<file path="config.mk">
export PLATFORM = sky130hd
export DESIGN_NAME = cnpc_codec
export DESIGN_NICKNAME = d
export VERILOG_FILES = /design/src/cnpc_pkg.sv /design/src/cnpc_lane.sv /design/src/cnpc_codec.sv
export SDC_FILE = /design/constraint.sdc
export NUM_CORES = 1
export LEC_CHECK = 0
export ABC_AREA = 1
export CORE_ASPECT_RATIO = 1.2
export CORE_MARGIN = 1.5
export CORE_UTILIZATION = 45
export CTS_CLUSTER_DIAMETER = 50
export DETAILED_ROUTE_END_ITERATION = 10
export DONT_BUFFER_PORTS = 1
export PLACE_DENSITY = 0.65
export SYNTH_ARGS = -nofsm -noshare
export SYNTH_HDL_FRONTEND = slang
export SYNTH_SLANG_ARGS = --single-unit
</file>
<file path="constraint.sdc">
create_clock -name core_clk -period 2.8 [get_ports core_clk]
set_input_delay 0.42 -clock core_clk [delete_from_list [all_inputs] [get_ports core_clk]]
set_output_delay 0.42 -clock core_clk [all_outputs]
set_load 0.02 [all_outputs]
</file>
<file path="src/cnpc_pkg.sv">
/*
  Shared constants of the character/nibble parity codec: register map,
  designator field layout, parity codes, character ranges and states.
  Assumes a 32-bit APB register bus and one 100 MHz clock domain.
*/
package cnpc_pkg;
  // Bus widths
  localparam int ADDR_W = 8;
  localparam int DATA_W = 32;
  localparam int WORD_W = 16;

  // Register byte offsets
  localparam logic [7:0] OFF_CTRL = 8'h00;
  localparam logic [7:0] OFF_DESIG = 8'h04;
  localparam logic [7:0] OFF_SRC0 = 8'h08;
  localparam logic [7:0] OFF_SRC1 = 8'h0C;
  localparam logic [7:0] OFF_SRC2 = 8'h10;
  localparam logic [7:0] OFF_DST0 = 8'h14;
  localparam logic [7:0] OFF_DST1 = 8'h18;
  localparam logic [7:0] OFF_DST2 = 8'h1C;
  localparam logic [7:0] OFF_STATUS = 8'h20;
  localparam logic [7:0] OFF_IRQ_STAT = 8'h24;
  localparam logic [7:0] OFF_IRQ_MASK = 8'h28;

  // Control and status bit positions
  localparam int CTRL_START_BIT = 0;
  localparam int CTRL_OP_BIT = 1;
  localparam int STAT_BUSY_BIT = 0;
  localparam int STAT_ERR_BIT = 1;
  localparam int IRQ_DONE_BIT = 0;
  localparam int IRQ_ERR_BIT = 1;
  localparam int IRQ_W = 2;

  // Operation select
  localparam logic OP_N2C = 1'b0;
  localparam logic OP_C2N = 1'b1;

  // Designator fields
  localparam int FLD_W = 4;
  localparam int FLD_PAR_LSB = 12;
  localparam int FLD_SB_LSB = 8;
  localparam int FLD_CNT_LSB = 4;
  localparam int FLD_SD_LSB = 0;
  localparam logic [3:0] PAR_MAX = 4'h2;
  localparam logic [3:0] SB_MAX = 4'h1;
  localparam logic [3:0] CNT_MAX = 4'h3;
  localparam logic [3:0] SD_MAX = 4'h3;

  // Parity modes
  localparam logic [3:0] PAR_NONE = 4'h0;
  localparam logic [3:0] PAR_EVEN = 4'h1;
  localparam logic [3:0] PAR_ODD = 4'h2;

  // Character codes
  localparam logic [3:0] DEC_LIMIT = 4'hA;
  localparam logic [3:0] ALPHA_ADJ = 4'h9;
  localparam logic [6:0] CHAR_DIGIT_BASE = 7'h30;
  localparam logic [6:0] CHAR_ALPHA_BASE = 7'h37;
  localparam logic [6:0] CHAR_DIGIT_LO = 7'h30;
  localparam logic [6:0] CHAR_DIGIT_HI = 7'h39;
  localparam logic [6:0] CHAR_ALPHA_LO = 7'h41;
  localparam logic [6:0] CHAR_ALPHA_HI = 7'h46;
  localparam logic [15:0] NIB_MASK = 16'h000F;

  // Structure
  localparam int LANES = 4;
  localparam int SRC_WORDS = 3;
  localparam int DST_WORDS = 3;

  // Reset values
  localparam logic [15:0] WORD_RST = 16'h0000;

  // Sequencer states
  typedef enum logic [2:0] {
    CNPC_IDLE = 3'b001,
    CNPC_CONV = 3'b010,
    CNPC_DONE = 3'b100
  } cnpc_state_e;
endpackage

</file>
<file path="src/cnpc_lane.sv">
/*
  One conversion lane: nibble to parity-adjusted character, and
  character to nibble with parity and validity checking.
  Purely combinational; the parent registers every result.
*/
`timescale 1ns/100ps
module cnpc_lane (
  // Nibble-to-character side
  input wire logic [3:0] nib_in,
  input wire logic [cnpc_pkg::FLD_W-1:0] par_mode,
  output logic [7:0] char_out,
  // Character-to-nibble side
  input wire logic [7:0] byte_in,
  output logic [3:0] nib_out,
  output logic byte_bad
);
  import cnpc_pkg::*;

  logic [6:0] code; // Seven-bit character before parity
  logic [6:0] low; // Input byte with parity bit dropped
  logic is_digit; // Low bits in digit range
  logic is_alpha; // Low bits in letter range
  logic par_ok; // Parity bit agrees with mode

  // Digit or letter character code
  always_comb begin
    if (nib_in < DEC_LIMIT) begin
      code = CHAR_DIGIT_BASE + 7'(nib_in);
    end else begin
      code = CHAR_ALPHA_BASE + 7'(nib_in);
    end
  end

  // Parity bit in the top position
  always_comb begin
    case (par_mode)
      PAR_EVEN: char_out = {^code, code};
      PAR_ODD: char_out = {~^code, code};
      default: char_out = {1'b0, code};
    endcase
  end

  // Parity bit ignored for the value
  assign low = byte_in[6:0];

  // Accepted character ranges
  assign is_digit = (low >= CHAR_DIGIT_LO) && (low <= CHAR_DIGIT_HI);
  assign is_alpha = (low >= CHAR_ALPHA_LO) && (low <= CHAR_ALPHA_HI);

  // Digit value of the character
  assign nib_out = is_alpha ? (low[3:0] + ALPHA_ADJ) : low[3:0];

  // Parity check per mode
  always_comb begin
    case (par_mode)
      PAR_NONE: par_ok = !byte_in[7];
      PAR_EVEN: par_ok = ~^byte_in;
      PAR_ODD: par_ok = ^byte_in;
      default: par_ok = 1'b0;
    endcase
  end

  // Lane fault: parity or invalid character
  assign byte_bad = !par_ok || !(is_digit || is_alpha);
endmodule

</file>
<file path="src/cnpc_codec.sv">
/*
  Character/nibble parity codec with APB register access. Converts
  source nibbles to parity-adjusted characters, or up to four
  characters back to nibbles with parity and validity checks.
  Assumes an APB master on core_clk and a level interrupt consumer.
*/
`timescale 1ns/100ps
module cnpc_codec (
  // Clock and reset
  input wire logic core_clk,
  input wire logic rst_n,
  // APB slave
  input wire logic psel,
  input wire logic penable,
  input wire logic pwrite,
  input wire logic [cnpc_pkg::ADDR_W-1:0] paddr,
  input wire logic [cnpc_pkg::DATA_W-1:0] pwdata,
  output logic [cnpc_pkg::DATA_W-1:0] prdata,
  output logic pready,
  output logic pslverr,
  // Interrupt
  output logic irq
);
  import cnpc_pkg::*;

  cnpc_state_e state_reg; // Sequencer state
  cnpc_state_e state_next; // Next sequencer state
  logic op_reg; // Selected operation
  logic [WORD_W-1:0] desig_reg; // Conversion designator
  logic [WORD_W-1:0] src_reg [SRC_WORDS]; // Source words
  logic [WORD_W-1:0] dst_reg [DST_WORDS]; // Destination words
  logic [WORD_W-1:0] dst_next [DST_WORDS]; // Destination after a run
  logic err_reg; // Error flag
  logic [IRQ_W-1:0] irq_stat_reg; // Sticky event bits
  logic [IRQ_W-1:0] irq_stat_next; // Next sticky bits
  logic [IRQ_W-1:0] irq_mask_reg; // Interrupt enables
  logic [IRQ_W-1:0] irq_mask_next; // Next enables
  logic [IRQ_W-1:0] irq_set; // Events this cycle
  logic [IRQ_W-1:0] irq_clr; // Write-one-to-clear bits

  logic [FLD_W-1:0] par_fld; // Parity mode field
  logic [FLD_W-1:0] sb_fld; // Start byte field
  logic [FLD_W-1:0] cnt_fld; // Count minus one field
  logic [FLD_W-1:0] sd_fld; // Start digit field
  logic desig_bad; // Field out of range
  logic any_bad; // Some active lane failed
  logic conv_err; // Run ends in error
  logic busy; // Run in progress
  logic wr_acc; // Write taking effect
  logic start_acc; // Start accepted
  logic [DATA_W-1:0] rd_data; // Read mux
  logic rd_hit; // Address is mapped

  // Per-lane wiring
  logic [1:0] lane_word [LANES]; // Word of byte position
  logic lane_byte [LANES]; // Upper or lower byte
  logic [1:0] lane_dig [LANES]; // Digit position
  logic [LANES-1:0] lane_act; // Lane within count
  logic [3:0] lane_nib_in [LANES]; // Source nibble
  logic [7:0] lane_char [LANES]; // Generated character
  logic [7:0] lane_byte_in [LANES]; // Source character
  logic [3:0] lane_nib_out [LANES]; // Decoded nibble
  logic [LANES-1:0] lane_bad; // Lane check failed
  logic [WORD_W-1:0] keep_mask; // Digits untouched by lane 0

  // Designator fields
  assign par_fld = desig_reg[FLD_PAR_LSB +: FLD_W];
  assign sb_fld = desig_reg[FLD_SB_LSB +: FLD_W];
  assign cnt_fld = desig_reg[FLD_CNT_LSB +: FLD_W];
  assign sd_fld = desig_reg[FLD_SD_LSB +: FLD_W];

  // Range check on every field
  assign desig_bad = (par_fld > PAR_MAX) || (sb_fld > SB_MAX) ||
                     (cnt_fld > CNT_MAX) || (sd_fld > SD_MAX);

  // Bus qualifiers
  assign busy = (state_reg != CNPC_IDLE);
  assign wr_acc = psel && penable && pwrite && pready;
  assign start_acc = wr_acc && (paddr == OFF_CTRL) && pwdata[CTRL_START_BIT] && !busy;

  // Lanes: byte position, digit position, converters
  for (genvar i = 0; i < LANES; i++) begin : g_lane
    logic [2:0] pos; // Byte position from start byte
    assign pos = {2'b00, sb_fld[0]} + 3'(i);
    assign lane_word[i] = pos[2:1];
    assign lane_byte[i] = pos[0];
    assign lane_dig[i] = 2'(sd_fld[1:0] + 2'(i));
    assign lane_act[i] = (4'(i) <= cnt_fld);
    assign lane_nib_in[i] = src_reg[0][{lane_dig[i], 2'b00} +: 4];
    assign lane_byte_in[i] = src_reg[pos[2:1]][{pos[0], 3'b000} +: 8];
    cnpc_lane u_lane (
      .nib_in(lane_nib_in[i]),
      .par_mode(par_fld),
      .char_out(lane_char[i]),
      .byte_in(lane_byte_in[i]),
      .nib_out(lane_nib_out[i]),
      .byte_bad(lane_bad[i])
    );
  end

  // Outcome of a run
  assign any_bad = |(lane_bad & lane_act);
  assign conv_err = desig_bad || ((op_reg == OP_C2N) && any_bad);

  // Destination contents after a clean run
  always_comb begin
    for (int w = 0; w < DST_WORDS; w++) begin
      dst_next[w] = dst_reg[w];
    end
    if (!conv_err) begin
      for (int i = 0; i < LANES; i++) begin
        if (lane_act[i]) begin
          if (op_reg == OP_N2C) begin
            // Lower byte first, then upper, then next word
            dst_next[lane_word[i]][{lane_byte[i], 3'b000} +: 8] = lane_char[i];
          end else begin
            // Only the selected digit changes
            dst_next[0][{lane_dig[i], 2'b00} +: 4] = lane_nib_out[i];
          end
        end
      end
    end
  end

  // Sequencer next state
  always_comb begin
    case (state_reg)
      CNPC_IDLE: state_next = start_acc ? CNPC_CONV : CNPC_IDLE;
      CNPC_CONV: state_next = CNPC_DONE;
      CNPC_DONE: state_next = CNPC_IDLE;
      default: state_next = CNPC_IDLE;
    endcase
  end

  // Sequencer state
  always_ff @(posedge core_clk or negedge rst_n) begin
    if (!rst_n) begin
      state_reg <= CNPC_IDLE;
    end else begin
      state_reg <= state_next;
    end
  end

  // Operation select and designator, frozen while busy
  always_ff @(posedge core_clk or negedge rst_n) begin
    if (!rst_n) begin
      op_reg <= OP_N2C;
      desig_reg <= WORD_RST;
    end else if (wr_acc && !busy) begin
      if (paddr == OFF_CTRL) begin
        op_reg <= pwdata[CTRL_OP_BIT];
      end
      if (paddr == OFF_DESIG) begin
        desig_reg <= pwdata[WORD_W-1:0];
      end
    end
  end

  // Source words, frozen while busy
  always_ff @(posedge core_clk or negedge rst_n) begin
    if (!rst_n) begin
      for (int w = 0; w < SRC_WORDS; w++) begin
        src_reg[w] <= WORD_RST;
      end
    end else if (wr_acc && !busy) begin
      // Writes during a run are dropped
      case (paddr)
        OFF_SRC0: src_reg[0] <= pwdata[WORD_W-1:0];
        OFF_SRC1: src_reg[1] <= pwdata[WORD_W-1:0];
        OFF_SRC2: src_reg[2] <= pwdata[WORD_W-1:0];
        default: ;
      endcase
    end
  end

  // Destination words: run result or software write
  always_ff @(posedge core_clk or negedge rst_n) begin
    if (!rst_n) begin
      for (int w = 0; w < DST_WORDS; w++) begin
        dst_reg[w] <= WORD_RST;
      end
    end else if (state_reg == CNPC_CONV) begin
      // Errored runs leave everything as it was
      for (int w = 0; w < DST_WORDS; w++) begin
        dst_reg[w] <= dst_next[w];
      end
    end else if (wr_acc && !busy) begin
      case (paddr)
        OFF_DST0: dst_reg[0] <= pwdata[WORD_W-1:0];
        OFF_DST1: dst_reg[1] <= pwdata[WORD_W-1:0];
        OFF_DST2: dst_reg[2] <= pwdata[WORD_W-1:0];
        default: ;
      endcase
    end
  end

  // Error flag: set or cleared by every run
  always_ff @(posedge core_clk or negedge rst_n) begin
    if (!rst_n) begin
      err_reg <= 1'b0;
    end else if (state_reg == CNPC_CONV) begin
      err_reg <= conv_err;
    end
  end

  // Interrupt events and clears
  always_comb begin
    irq_set = '0;
    irq_set[IRQ_DONE_BIT] = (state_reg == CNPC_CONV);
    irq_set[IRQ_ERR_BIT] = (state_reg == CNPC_CONV) && conv_err;
    irq_clr = '0;
    if (wr_acc && (paddr == OFF_IRQ_STAT)) begin
      irq_clr = pwdata[IRQ_W-1:0];
    end
    // Set wins over a clear in the same cycle
    irq_stat_next = (irq_stat_reg & ~irq_clr) | irq_set;
    irq_mask_next = irq_mask_reg;
    if (wr_acc && (paddr == OFF_IRQ_MASK)) begin
      irq_mask_next = pwdata[IRQ_W-1:0];
    end
  end

  // Sticky status, mask and interrupt line
  always_ff @(posedge core_clk or negedge rst_n) begin
    if (!rst_n) begin
      irq_stat_reg <= '0;
      irq_mask_reg <= '0;
      irq <= 1'b0;
    end else begin
      irq_stat_reg <= irq_stat_next;
      irq_mask_reg <= irq_mask_next;
      irq <= |(irq_stat_next & irq_mask_next);
    end
  end

  // Read mux
  always_comb begin
    rd_data = '0;
    rd_hit = 1'b1;
    case (paddr)
      OFF_CTRL: rd_data[CTRL_OP_BIT] = op_reg;
      OFF_DESIG: rd_data[WORD_W-1:0] = desig_reg;
      OFF_SRC0: rd_data[WORD_W-1:0] = src_reg[0];
      OFF_SRC1: rd_data[WORD_W-1:0] = src_reg[1];
      OFF_SRC2: rd_data[WORD_W-1:0] = src_reg[2];
      OFF_DST0: rd_data[WORD_W-1:0] = dst_reg[0];
      OFF_DST1: rd_data[WORD_W-1:0] = dst_reg[1];
      OFF_DST2: rd_data[WORD_W-1:0] = dst_reg[2];
      OFF_STATUS: begin
        rd_data[STAT_BUSY_BIT] = busy;
        rd_data[STAT_ERR_BIT] = err_reg;
      end
      OFF_IRQ_STAT: rd_data[IRQ_W-1:0] = irq_stat_reg;
      OFF_IRQ_MASK: rd_data[IRQ_W-1:0] = irq_mask_reg;
      default: rd_hit = 1'b0;
    endcase
  end

  // APB answer, prepared in the setup cycle
  always_ff @(posedge core_clk or negedge rst_n) begin
    if (!rst_n) begin
      prdata <= '0;
      pslverr <= 1'b0;
      pready <= 1'b0;
    end else begin
      pready <= 1'b1;
      if (psel && !penable) begin
        prdata <= pwrite ? '0 : rd_data;
        pslverr <= !rd_hit;
      end
    end
  end

  // Helper for held-digit check
  assign keep_mask = ~(NIB_MASK << {lane_dig[0], 2'b00});
endmodule

</file>
* Yosys cells after proc, flatten, opt, wreduce, memory -nomap -nowiden
Cells that the tools add are included.
Widths: inputs -> output; s select.
** Storage, ports and cells
- Logic and storage cells :: 276
- Input port bits :: 45
- Register bits after elaboration :: 156
** Operators by class
- Reduce and logical (&&, ||, !) cells :: 83
- Muxes and demuxes :: 69
- Bitwise operators :: 8
- Shift operators :: 24
- Eq/ne operators :: 16
- Add/subtract/negate cells :: 26
- $lt $le $gt $ge :: 34
** Operators by type and width (number)
- $mux 48 :: 10
- $mux 16 :: 17
- $bwmux 48 :: 4
- $mux 32 :: 4
- $pmux 14 s7 :: 1
- $bmux 16 s2 :: 3
- $demux 16 s2 :: 3
- $bwmux 16 :: 4
- $pmux 8 s2 :: 4
- $shift 4x6->16 const A :: 4
- $shift 8x6->16 const A :: 4
- $shiftx 16x5->4 :: 4
- $shiftx 16x5->8 :: 4
- $shiftx 4x6->16 :: 4
- $shiftx 8x6->16 :: 4
- $add 6x4->7 const A :: 8
- $neg 4->6 :: 8
- $eq 8x5->1 const B :: 4
- $reduce_xnor 8->1 :: 4
- $reduce_xor 8->1 :: 4
- $ge 7x6->1 const B :: 4
- $ge 7x7->1 const B :: 4
- $le 7x6->1 const B :: 4
- $le 7x7->1 const B :: 4
- 48 further kinds :: 142

* Logic depth before layout (Yosys ltp)
- Depth after elaboration :: 29
- Mapped depth :: 27
- Mapped depth without buffers :: 25

* Cells and area by module
A second synthesis with hierarchy kept.
** Unflattened totals
- Cells, all modules :: 1859
- Area total of the unflattened synthesis :: 11644.9 µm²
** By module, submodules not included
- cnpc_codec :: cells each 1436, times used 1, area each 9347.7 µm²
- cnpc_lane (g_lane[0].u_lane ...) :: cells each 105, times used 3, area each 571.8 µm²
- cnpc_lane (g_lane[3].u_lane) :: cells each 108, times used 1, area each 581.8 µm²

* Least setup slack after synthesis
No wires, ideal clock.
- Kind :: flip-flop to flip-flop
- Start point :: register desig_reg[0]
- End point :: register dst_reg[31] in the netlist's numbering
- Stages on the path, launching flop included :: 23
- Data required time :: 2.682 ns
- Setup slack :: -0.154 ns
- Path buffers :: 2
- Arrival time :: 2.836 ns
- Path through :: dfrtp_1 > buf_2 > clkinv_1 > ha_1 > clkbuf_1 > or2_2 > o21ai_1 > ha_1 > nor2_1 > o21ai_0 > nand2_1 > nand2_1 > inv_1 > nand2_1 > nand2_1 > nand2_1 > nand3_1 > nand2_1 > inv_1 > nand2_1 > nand2_1 > nand2_1 > o21ai_2
** On the way
- Cells in the longest elaborated chain, start to end :: 23
- Elaborated cells between the ends (all ways) :: 61
- Classes of those cells :: add/sub: 11; order compare: 5; eq/ne: 1; shift: 8; mux: 25; reduce/logical: 11
** RTL lines
- start, declared :: RTL line cnpc_codec.sv:29 : logic [WORD_W-1:0] desig_reg;
- start signal, assigned :: RTL line cnpc_codec.sv:154 : desig_reg <= pwdata[WORD_W-1:0];
- $shiftx 16x5->4 :: RTL line cnpc_codec.sv:89 : assign lane_nib_in[i] = src_reg[0][{lane_dig[i], 2'b00} +: 4];
- $add 6x4->7, or another cell as far along :: RTL line cnpc_lane.sv:30 : code = CHAR_ALPHA_BASE + 7'(nib_in);
- $mux 7 :: RTL line cnpc_lane.sv:27 : if (nib_in < DEC_LIMIT) begin
- $reduce_xnor 7->1 or $reduce_xor 7->1 (tied branches) :: RTL line cnpc_lane.sv:38, cnpc_lane.sv:37
- $pmux 8 s2 :: RTL line cnpc_lane.sv:36 : case (par_mode)
- $shiftx 8x6->16 :: RTL line cnpc_codec.sv:115 : dst_next[lane_word[i]][{lane_byte[i], 3'b000} +: 8] = lane_char[i];
- $bwmux 48 :: RTL line cnpc_codec.sv:115
- $mux 32 :: RTL line cnpc_codec.sv:113 : if (op_reg == OP_N2C) begin
- [7 not listed]
- $mux 32 :: RTL line cnpc_codec.sv:113
- $mux 48 :: RTL line cnpc_codec.sv:112 : if (lane_act[i]) begin
- $mux 48 :: RTL line cnpc_codec.sv:110 : if (!conv_err) begin
- $bwmux 48 :: RTL line cnpc_codec.sv:115
- $mux 32 :: RTL line cnpc_codec.sv:113
- $mux 48 :: RTL line cnpc_codec.sv:112
- $mux 48 :: RTL line cnpc_codec.sv:110
- $mux 48 :: RTL line cnpc_codec.sv:182 : end else if (state_reg == CNPC_CONV) begin
- end signal, assigned by index :: RTL line cnpc_codec.sv:185 : dst_reg[w] <= dst_next[w];
- end, declared :: RTL line cnpc_codec.sv:31 : logic [WORD_W-1:0] dst_reg [DST_WORDS];
Several ways; a longest one is shown, not always the timed one. The select of a mux whose other input is x is not followed.
A chain may end at the register's enable or synchronous reset.

* Worst setup path after layout
- Start point :: register desig_reg[8]
- End point :: register dst_reg[25] in the netlist's numbering
** On the way
- Cells in the longest elaborated chain, start to end :: 19
- Elaborated cells between the ends (all ways) :: 128
- Classes of those cells :: add/sub: 7; order compare: 23; eq/ne: 1; shift: 11; mux: 36; bitwise: 4; reduce/logical: 46
** RTL lines (RTL line)
- $neg 4->6 or $add 1x1->2 (tied branches) :: cnpc_codec.sv:115, cnpc_codec.sv:84
- $shiftx 8x6->16 or $not 1->3 (tied branches) :: cnpc_codec.sv:115, cnpc_codec.sv:90
- $bwmux 48, or another cell as far along :: cnpc_codec.sv:115
- $mux 32 or $logic_and 1x1->1 (tied branches) :: cnpc_codec.sv:113, cnpc_codec.sv:115
- $mux 48 or $mux 16 (tied branches) :: cnpc_codec.sv:112, cnpc_codec.sv:115
- $mux 48 or $demux 16 s2 (tied branches) :: cnpc_codec.sv:110, cnpc_codec.sv:115
- $bwmux 48 :: cnpc_codec.sv:115
- $mux 32 :: cnpc_codec.sv:113
- [3 not listed]
- $mux 32 :: cnpc_codec.sv:113
- $mux 48 :: cnpc_codec.sv:112
- $mux 48 :: cnpc_codec.sv:110
- $bwmux 48 :: cnpc_codec.sv:115
- $mux 32 :: cnpc_codec.sv:113
- $mux 48 :: cnpc_codec.sv:112
- $mux 48 :: cnpc_codec.sv:110
- $mux 48 :: cnpc_codec.sv:182
Several ways; a longest one is shown, not always the timed one. The select of a mux whose other input is x is not followed.

==> flow_results.xml <==
<?xml version="1.0" encoding="UTF-8"?>
<metrics>
  <group name="floorplan">
    <metric name="row_count" unit="">63</metric>
    <metric name="num_io_pins" unit="">80</metric>
    <metric name="die_area" unit="um^2">26370</metric>
    <metric name="die_width" unit="um">148.5</metric>
    <metric name="dieHeight" unit="um">177.6</metric>
    <metric name="placeableCoreArea" unit="um^2">24830</metric>
    <metric name="initial_utilization" unit="%">46.04</metric>
  </group>
  <group name="setup_path">
    <metric name="setup_cp_type" unit="">flip-flop to flip-flop</metric>
    <metric name="worst_setup_path_end_kind" unit="">flip-flop</metric>
    <metric name="critical_path_peak_fanout" unit="">16</metric>
    <metric name="worst_ep_arrival_time" unit="ps">3400</metric>
    <metric name="cp-start-kind" unit="">flip-flop</metric>
    <metric name="cp_data_required_time" unit="ps">3120</metric>
    <metric name="setup.reg_to_reg.worst_slack" unit="ps">-280</metric>
  </group>
  <group name="layout">
    <metric name="final_net_count" unit="">2029</metric>
    <metric name="finished_layout_cells" unit="">2280</metric>
    <metric name="area_added_between_synthesis_and_finish" unit="%">23.29</metric>
    <metric name="total_non_filler_cell_area_in_the_finished_layout" unit="um^2">14090</metric>
    <metric name="n_antenna_cell" unit="">0</metric>
    <metric name="final_layout_size_suffix_gt1_share" unit="%">18.67</metric>
  </group>
  <group name="synth">
    <metric name="main_combinational_cell_family_by_area_after_synthesis" unit="">simple AND/OR/NAND/NOR gates</metric>
    <metric name="synth_compound_gate_area_share" unit="%">18.51</metric>
    <metric name="syn_avg_cell_area" unit="um^2">6.407</metric>
    <metric name="synth_edf_count" unit="">0</metric>
    <metric name="synthDistinctLibCells" unit="">50</metric>
    <metric name="synth_top_area_cell" unit="">sky130_fd_sc_hd__dfrtp_1</metric>
    <metric name="post_synth_and_or_nand_nor_area_fraction" unit="%">32.53</metric>
    <metric name="post_synth_instance_area" unit="um^2">11430</metric>
    <metric name="post_synth_most_frequent_cells" unit="">sky130_fd_sc_hd__nand2_1 (632), sky130_fd_sc_hd__inv_1 (231), sky130_fd_sc_hd__o21ai_0 (172), sky130_fd_sc_hd__dfrtp_1 (139), sky130_fd_sc_hd__nand3_1 (119)</metric>
    <metric name="synth_top_cells_by_area" unit="">sky130_fd_sc_hd__dfrtp_1 (30%), sky130_fd_sc_hd__nand2_1 (21%), sky130_fd_sc_hd__inv_1 (7.6%)</metric>
    <metric name="synth.most_common_cell" unit="">sky130_fd_sc_hd__nand2_1</metric>
    <metric name="ys.warnings.count" unit="">0</metric>
    <metric name="post_synth_fa_ha_maj_area_fraction" unit="%">4.597</metric>
    <metric name="share_of_the_synthesized_netlist_area_taken_by_xor_and_xnor_gates" unit="%">1.609</metric>
    <metric name="multiplexer_share_of_the_synthesized_area" unit="%">0</metric>
    <metric name="syn-instance-count" unit="">1784</metric>
    <metric name="synth_top_area_share" unit="%">30.43</metric>
    <metric name="synth_seq_area_share" unit="%">30.66</metric>
    <metric name="async_reset_ff_share" unit="%">100.0</metric>
    <metric name="ys_ff_latch" unit="">140</metric>
    <metric name="ys.flop_type" unit="">sky130_fd_sc_hd__dfrtp_1</metric>
  </group>
  <group name="pwr">
    <metric name="pwr_density_cell" unit="nW/um^2">337.1</metric>
    <metric name="static-leakage-power" unit="nW">7.094</metric>
    <metric name="worst_ir_drop_vdd" unit="V">0.0005435</metric>
    <metric name="total_power_draw" unit="mW">4.751</metric>
  </group>
  <group name="clock_network">
    <metric name="buffer_levels_on_the_longest_clock_path" unit="">2</metric>
    <metric name="cts.htree.levels" unit="">4</metric>
    <metric name="cts_num_sinks" unit="">140</metric>
    <metric name="clock-root-buffer" unit="">sky130_fd_sc_hd__clkbuf_16</metric>
    <metric name="cts_tree" unit="">built</metric>
    <metric name="clkSlewWorstSetupHoldPaths" unit="ps">60</metric>
    <metric name="number_of_buffers_created_by_cts" unit="">17</metric>
    <metric name="clock_insertion_delay_worst_skew" unit="ps">440</metric>
  </group>
  <group name="detailed_routing">
    <metric name="drt-initial-drc-count" unit="">1407</metric>
    <metric name="drt_pass1_iterations" unit="">5</metric>
    <metric name="routedLengthMet1" unit="um">17940</metric>
    <metric name="top_layer" unit="">met4</metric>
    <metric name="met3WireLength" unit="um">4280</metric>
    <metric name="wirelength" unit="um">47090</metric>
    <metric name="wire_per_inst" unit="um">20.65</metric>
    <metric name="antenna_violating_nets_post_route" unit="">0</metric>
    <metric name="drcViolationCount" unit="">0</metric>
    <metric name="met2WireLength" unit="um">21920</metric>
    <metric name="detailroute.via_count" unit="">12980</metric>
    <metric name="via_per_inst" unit="">5.693</metric>
  </group>
  <group name="grt">
    <metric name="grt_first_pass_wirelength" unit="um">69680</metric>
    <metric name="globalRouteOverflowTotal" unit="">0</metric>
    <metric name="groute.usage.overall" unit="%">35.70</metric>
    <metric name="largest_net_degree_at_the_start_of_global_routing" unit="">141</metric>
    <metric name="grt_pass1_vias" unit="">12060</metric>
    <metric name="grt_antenna_before_repair" unit="">0</metric>
  </group>
  <group name="sta">
    <metric name="min_period_over_period" unit="%">109.9</metric>
    <metric name="fmax" unit="MHz">325.1</metric>
    <metric name="setup_viol_count_final" unit="">51</metric>
    <metric name="hold_violations" unit="">140</metric>
    <metric name="layout_min_cycle_time" unit="ps">3076</metric>
    <metric name="skew" unit="ps">9.738</metric>
    <metric name="fin_hold_ws" unit="ps">-319.9</metric>
    <metric name="maxSlewViolCount" unit="">0</metric>
    <metric name="rsz0062_at_grt" unit="">true</metric>
    <metric name="slew_headroom" unit="%">46.34</metric>
    <metric name="max_slew.worst_pin.slew" unit="ps">784.6</metric>
    <metric name="layout_setup_ws" unit="ps">-275.9</metric>
    <metric name="totalNegativeSetupSlack" unit="ps">-11170</metric>
  </group>
  <group name="place">
    <metric name="placed_cells" unit="">2238</metric>
    <metric name="dp_hpwl" unit="um">36320</metric>
    <metric name="numPortBuffers" unit="">0</metric>
    <metric name="placement.setup.worst_slack" unit="ps">-307.1</metric>
    <metric name="place_area" unit="um^2">12950</metric>
    <metric name="gp_congestion" unit="">1.004</metric>
  </group>
  <group name="outcome">
    <metric name="status" unit="">finished with violations</metric>
    <metric name="violations" unit="">negative hold slack, negative setup slack</metric>
  </group>
  <group name="run">
    <metric name="drv_cap" unit="">0</metric>
  </group>
  <group name="min_path">
    <metric name="worst_hold_path_type" unit="">primary input to asynchronous set/reset pin</metric>
  </group>
</metrics>
[cell usage in the layout, fill, tap and decap left out, types with 6 or more instances in the layout]
master | Yosys | final
sky130_fd_sc_hd__o31ai_1 | 9 | 9
sky130_fd_sc_hd__a221oi_1 | 14 | 14
sky130_fd_sc_hd__ha_1 | 42 | 36
sky130_fd_sc_hd__conb_1 | 2 | 17
sky130_fd_sc_hd__o21ai_2 | 35 | 40
sky130_fd_sc_hd__a22o_1 | 6 | 6
sky130_fd_sc_hd__nor2_1 | 82 | 78
sky130_fd_sc_hd__clkbuf_16 | 0 | 22
sky130_fd_sc_hd__nand2_4 | 1 | 12
sky130_fd_sc_hd__o22ai_1 | 14 | 14
sky130_fd_sc_hd__a21oi_1 | 50 | 48
sky130_fd_sc_hd__nand2_1 | 632 | 598
sky130_fd_sc_hd__xnor2_1 | 9 | 7
sky130_fd_sc_hd__xor2_1 | 12 | 12
sky130_fd_sc_hd__o21ai_1 | 24 | 22
sky130_fd_sc_hd__nand4_1 | 20 | 20
sky130_fd_sc_hd__o21ai_0 | 172 | 165
sky130_fd_sc_hd__buf_4 | 18 | 183
sky130_fd_sc_hd__o221ai_1 | 6 | 6
sky130_fd_sc_hd__nand2_2 | 6 | 28
sky130_fd_sc_hd__inv_2 | 11 | 13
sky130_fd_sc_hd__nand3_1 | 119 | 116
sky130_fd_sc_hd__nor3_1 | 22 | 21
sky130_fd_sc_hd__o211ai_1 | 8 | 8
sky130_fd_sc_hd__a22oi_1 | 6 | 6
sky130_fd_sc_hd__inv_1 | 231 | 227
sky130_fd_sc_hd__dfrtp_1 | 139 | 137
[stage by stage]
stage | utilization (%) | hold slack (ps)
floorplan | - | 124.4
global placement | 52.14 | 127.0
detailed placement | 52.14 | 126.4
CTS | 54.82 | -332.8
global route | 56.76 | -331.3
finish | 56.76 | -319.9
[layout make-up]
type                            count  area, um^2
Clock buffer                       20       456.7
Clock inverter                     12       133.9
Fill cell                        2467       10740
Inverter                          248       939.7
Multi-Input combinational cell   1336        6978
Sequential cell                   140        3507
Tap cell                          325       406.6
Timing Repair Buffer              199        1672
[report_power, final]
group          switching, mW  internal, mW
clock network          0.934          1.37
registers             0.0211          2.04
logic                  0.268         0.121
[kinds of logic (layout without fill, tap and decap cells)]
| group | Yosys count | count (layout) |
|---|---|---|
| other | 2 | 17 |
| buffers and inverters | 323 | 479 |
| adders and majority gates | 42 | 42 |
| xor gates and xnor gates | 21 | 21 |
| and+or+nand+nor | 901 | 901 |
| DFF | 140 | 140 |
| AOI/OAI and AO/OA | 355 | 355 |
[repair_timing]
action	in CTS	in global routing
buffers inserted	0	2
pin swaps	0	23
endpoints found under the hold margin	140	140
resized for setup	17	85
gates cloned	1	7
setup endpoints to repair	50	51
[final timing paths]
kind,from,end,depth (start not counted)
max in group asynchronous,rst_n,state_reg[0]$_DFF_PN1_,0
max,desig_reg[8]$_DFFE_PN0P_,dst_reg[25]$_DFFE_PN0P_,23
min reg2reg,dst_reg[6]$_DFFE_PN0P_,dst_reg[6]$_DFFE_PN0P_,2
min,rst_n,desig_reg[13]$_DFFE_PN0P_,0
max reg2reg,desig_reg[8]$_DFFE_PN0P_,dst_reg[25]$_DFFE_PN0P_,23
min in group core_clk,pwrite,prdata[6]$_DFFE_PN0P_,1
[metal layers]
| layer | up-vias | track usage (%) |
|---|---|---|
| li1 | 6078 | - |
| met1 | 5992 | 44.03 |
| met2 | 757 | 58.49 |
| met3 | 152 | 5.733 |
| met4 | 0 | 21.74 |
| met5 | - | 0 |
[critical path, stage by stage, from the launching register on]
cell	delay [ps]
sky130_fd_sc_hd__dfrtp_2	490
sky130_fd_sc_hd__clkbuf_16	210
sky130_fd_sc_hd__buf_8	130
sky130_fd_sc_hd__o21ai_4	160
sky130_fd_sc_hd__inv_2	70
sky130_fd_sc_hd__ha_4	280
sky130_fd_sc_hd__xor2_1	150
sky130_fd_sc_hd__nand2_1	80
sky130_fd_sc_hd__nand2_1	70
sky130_fd_sc_hd__nand2_2	50
sky130_fd_sc_hd__nand2_1	50
sky130_fd_sc_hd__nand2_1	40
sky130_fd_sc_hd__nand3_1	80
sky130_fd_sc_hd__nand2_1	80
sky130_fd_sc_hd__nand2_1	60
sky130_fd_sc_hd__nand2_1	50
sky130_fd_sc_hd__inv_1	50
sky130_fd_sc_hd__nand2_2	60
sky130_fd_sc_hd__nand2_2	80
sky130_fd_sc_hd__nand2_4	80
sky130_fd_sc_hd__nand2_8	110
sky130_fd_sc_hd__and3_4	270
sky130_fd_sc_hd__buf_16	190
sky130_fd_sc_hd__o21ai_2	60
No activity file was read; power rests on OpenSTA's default activity.
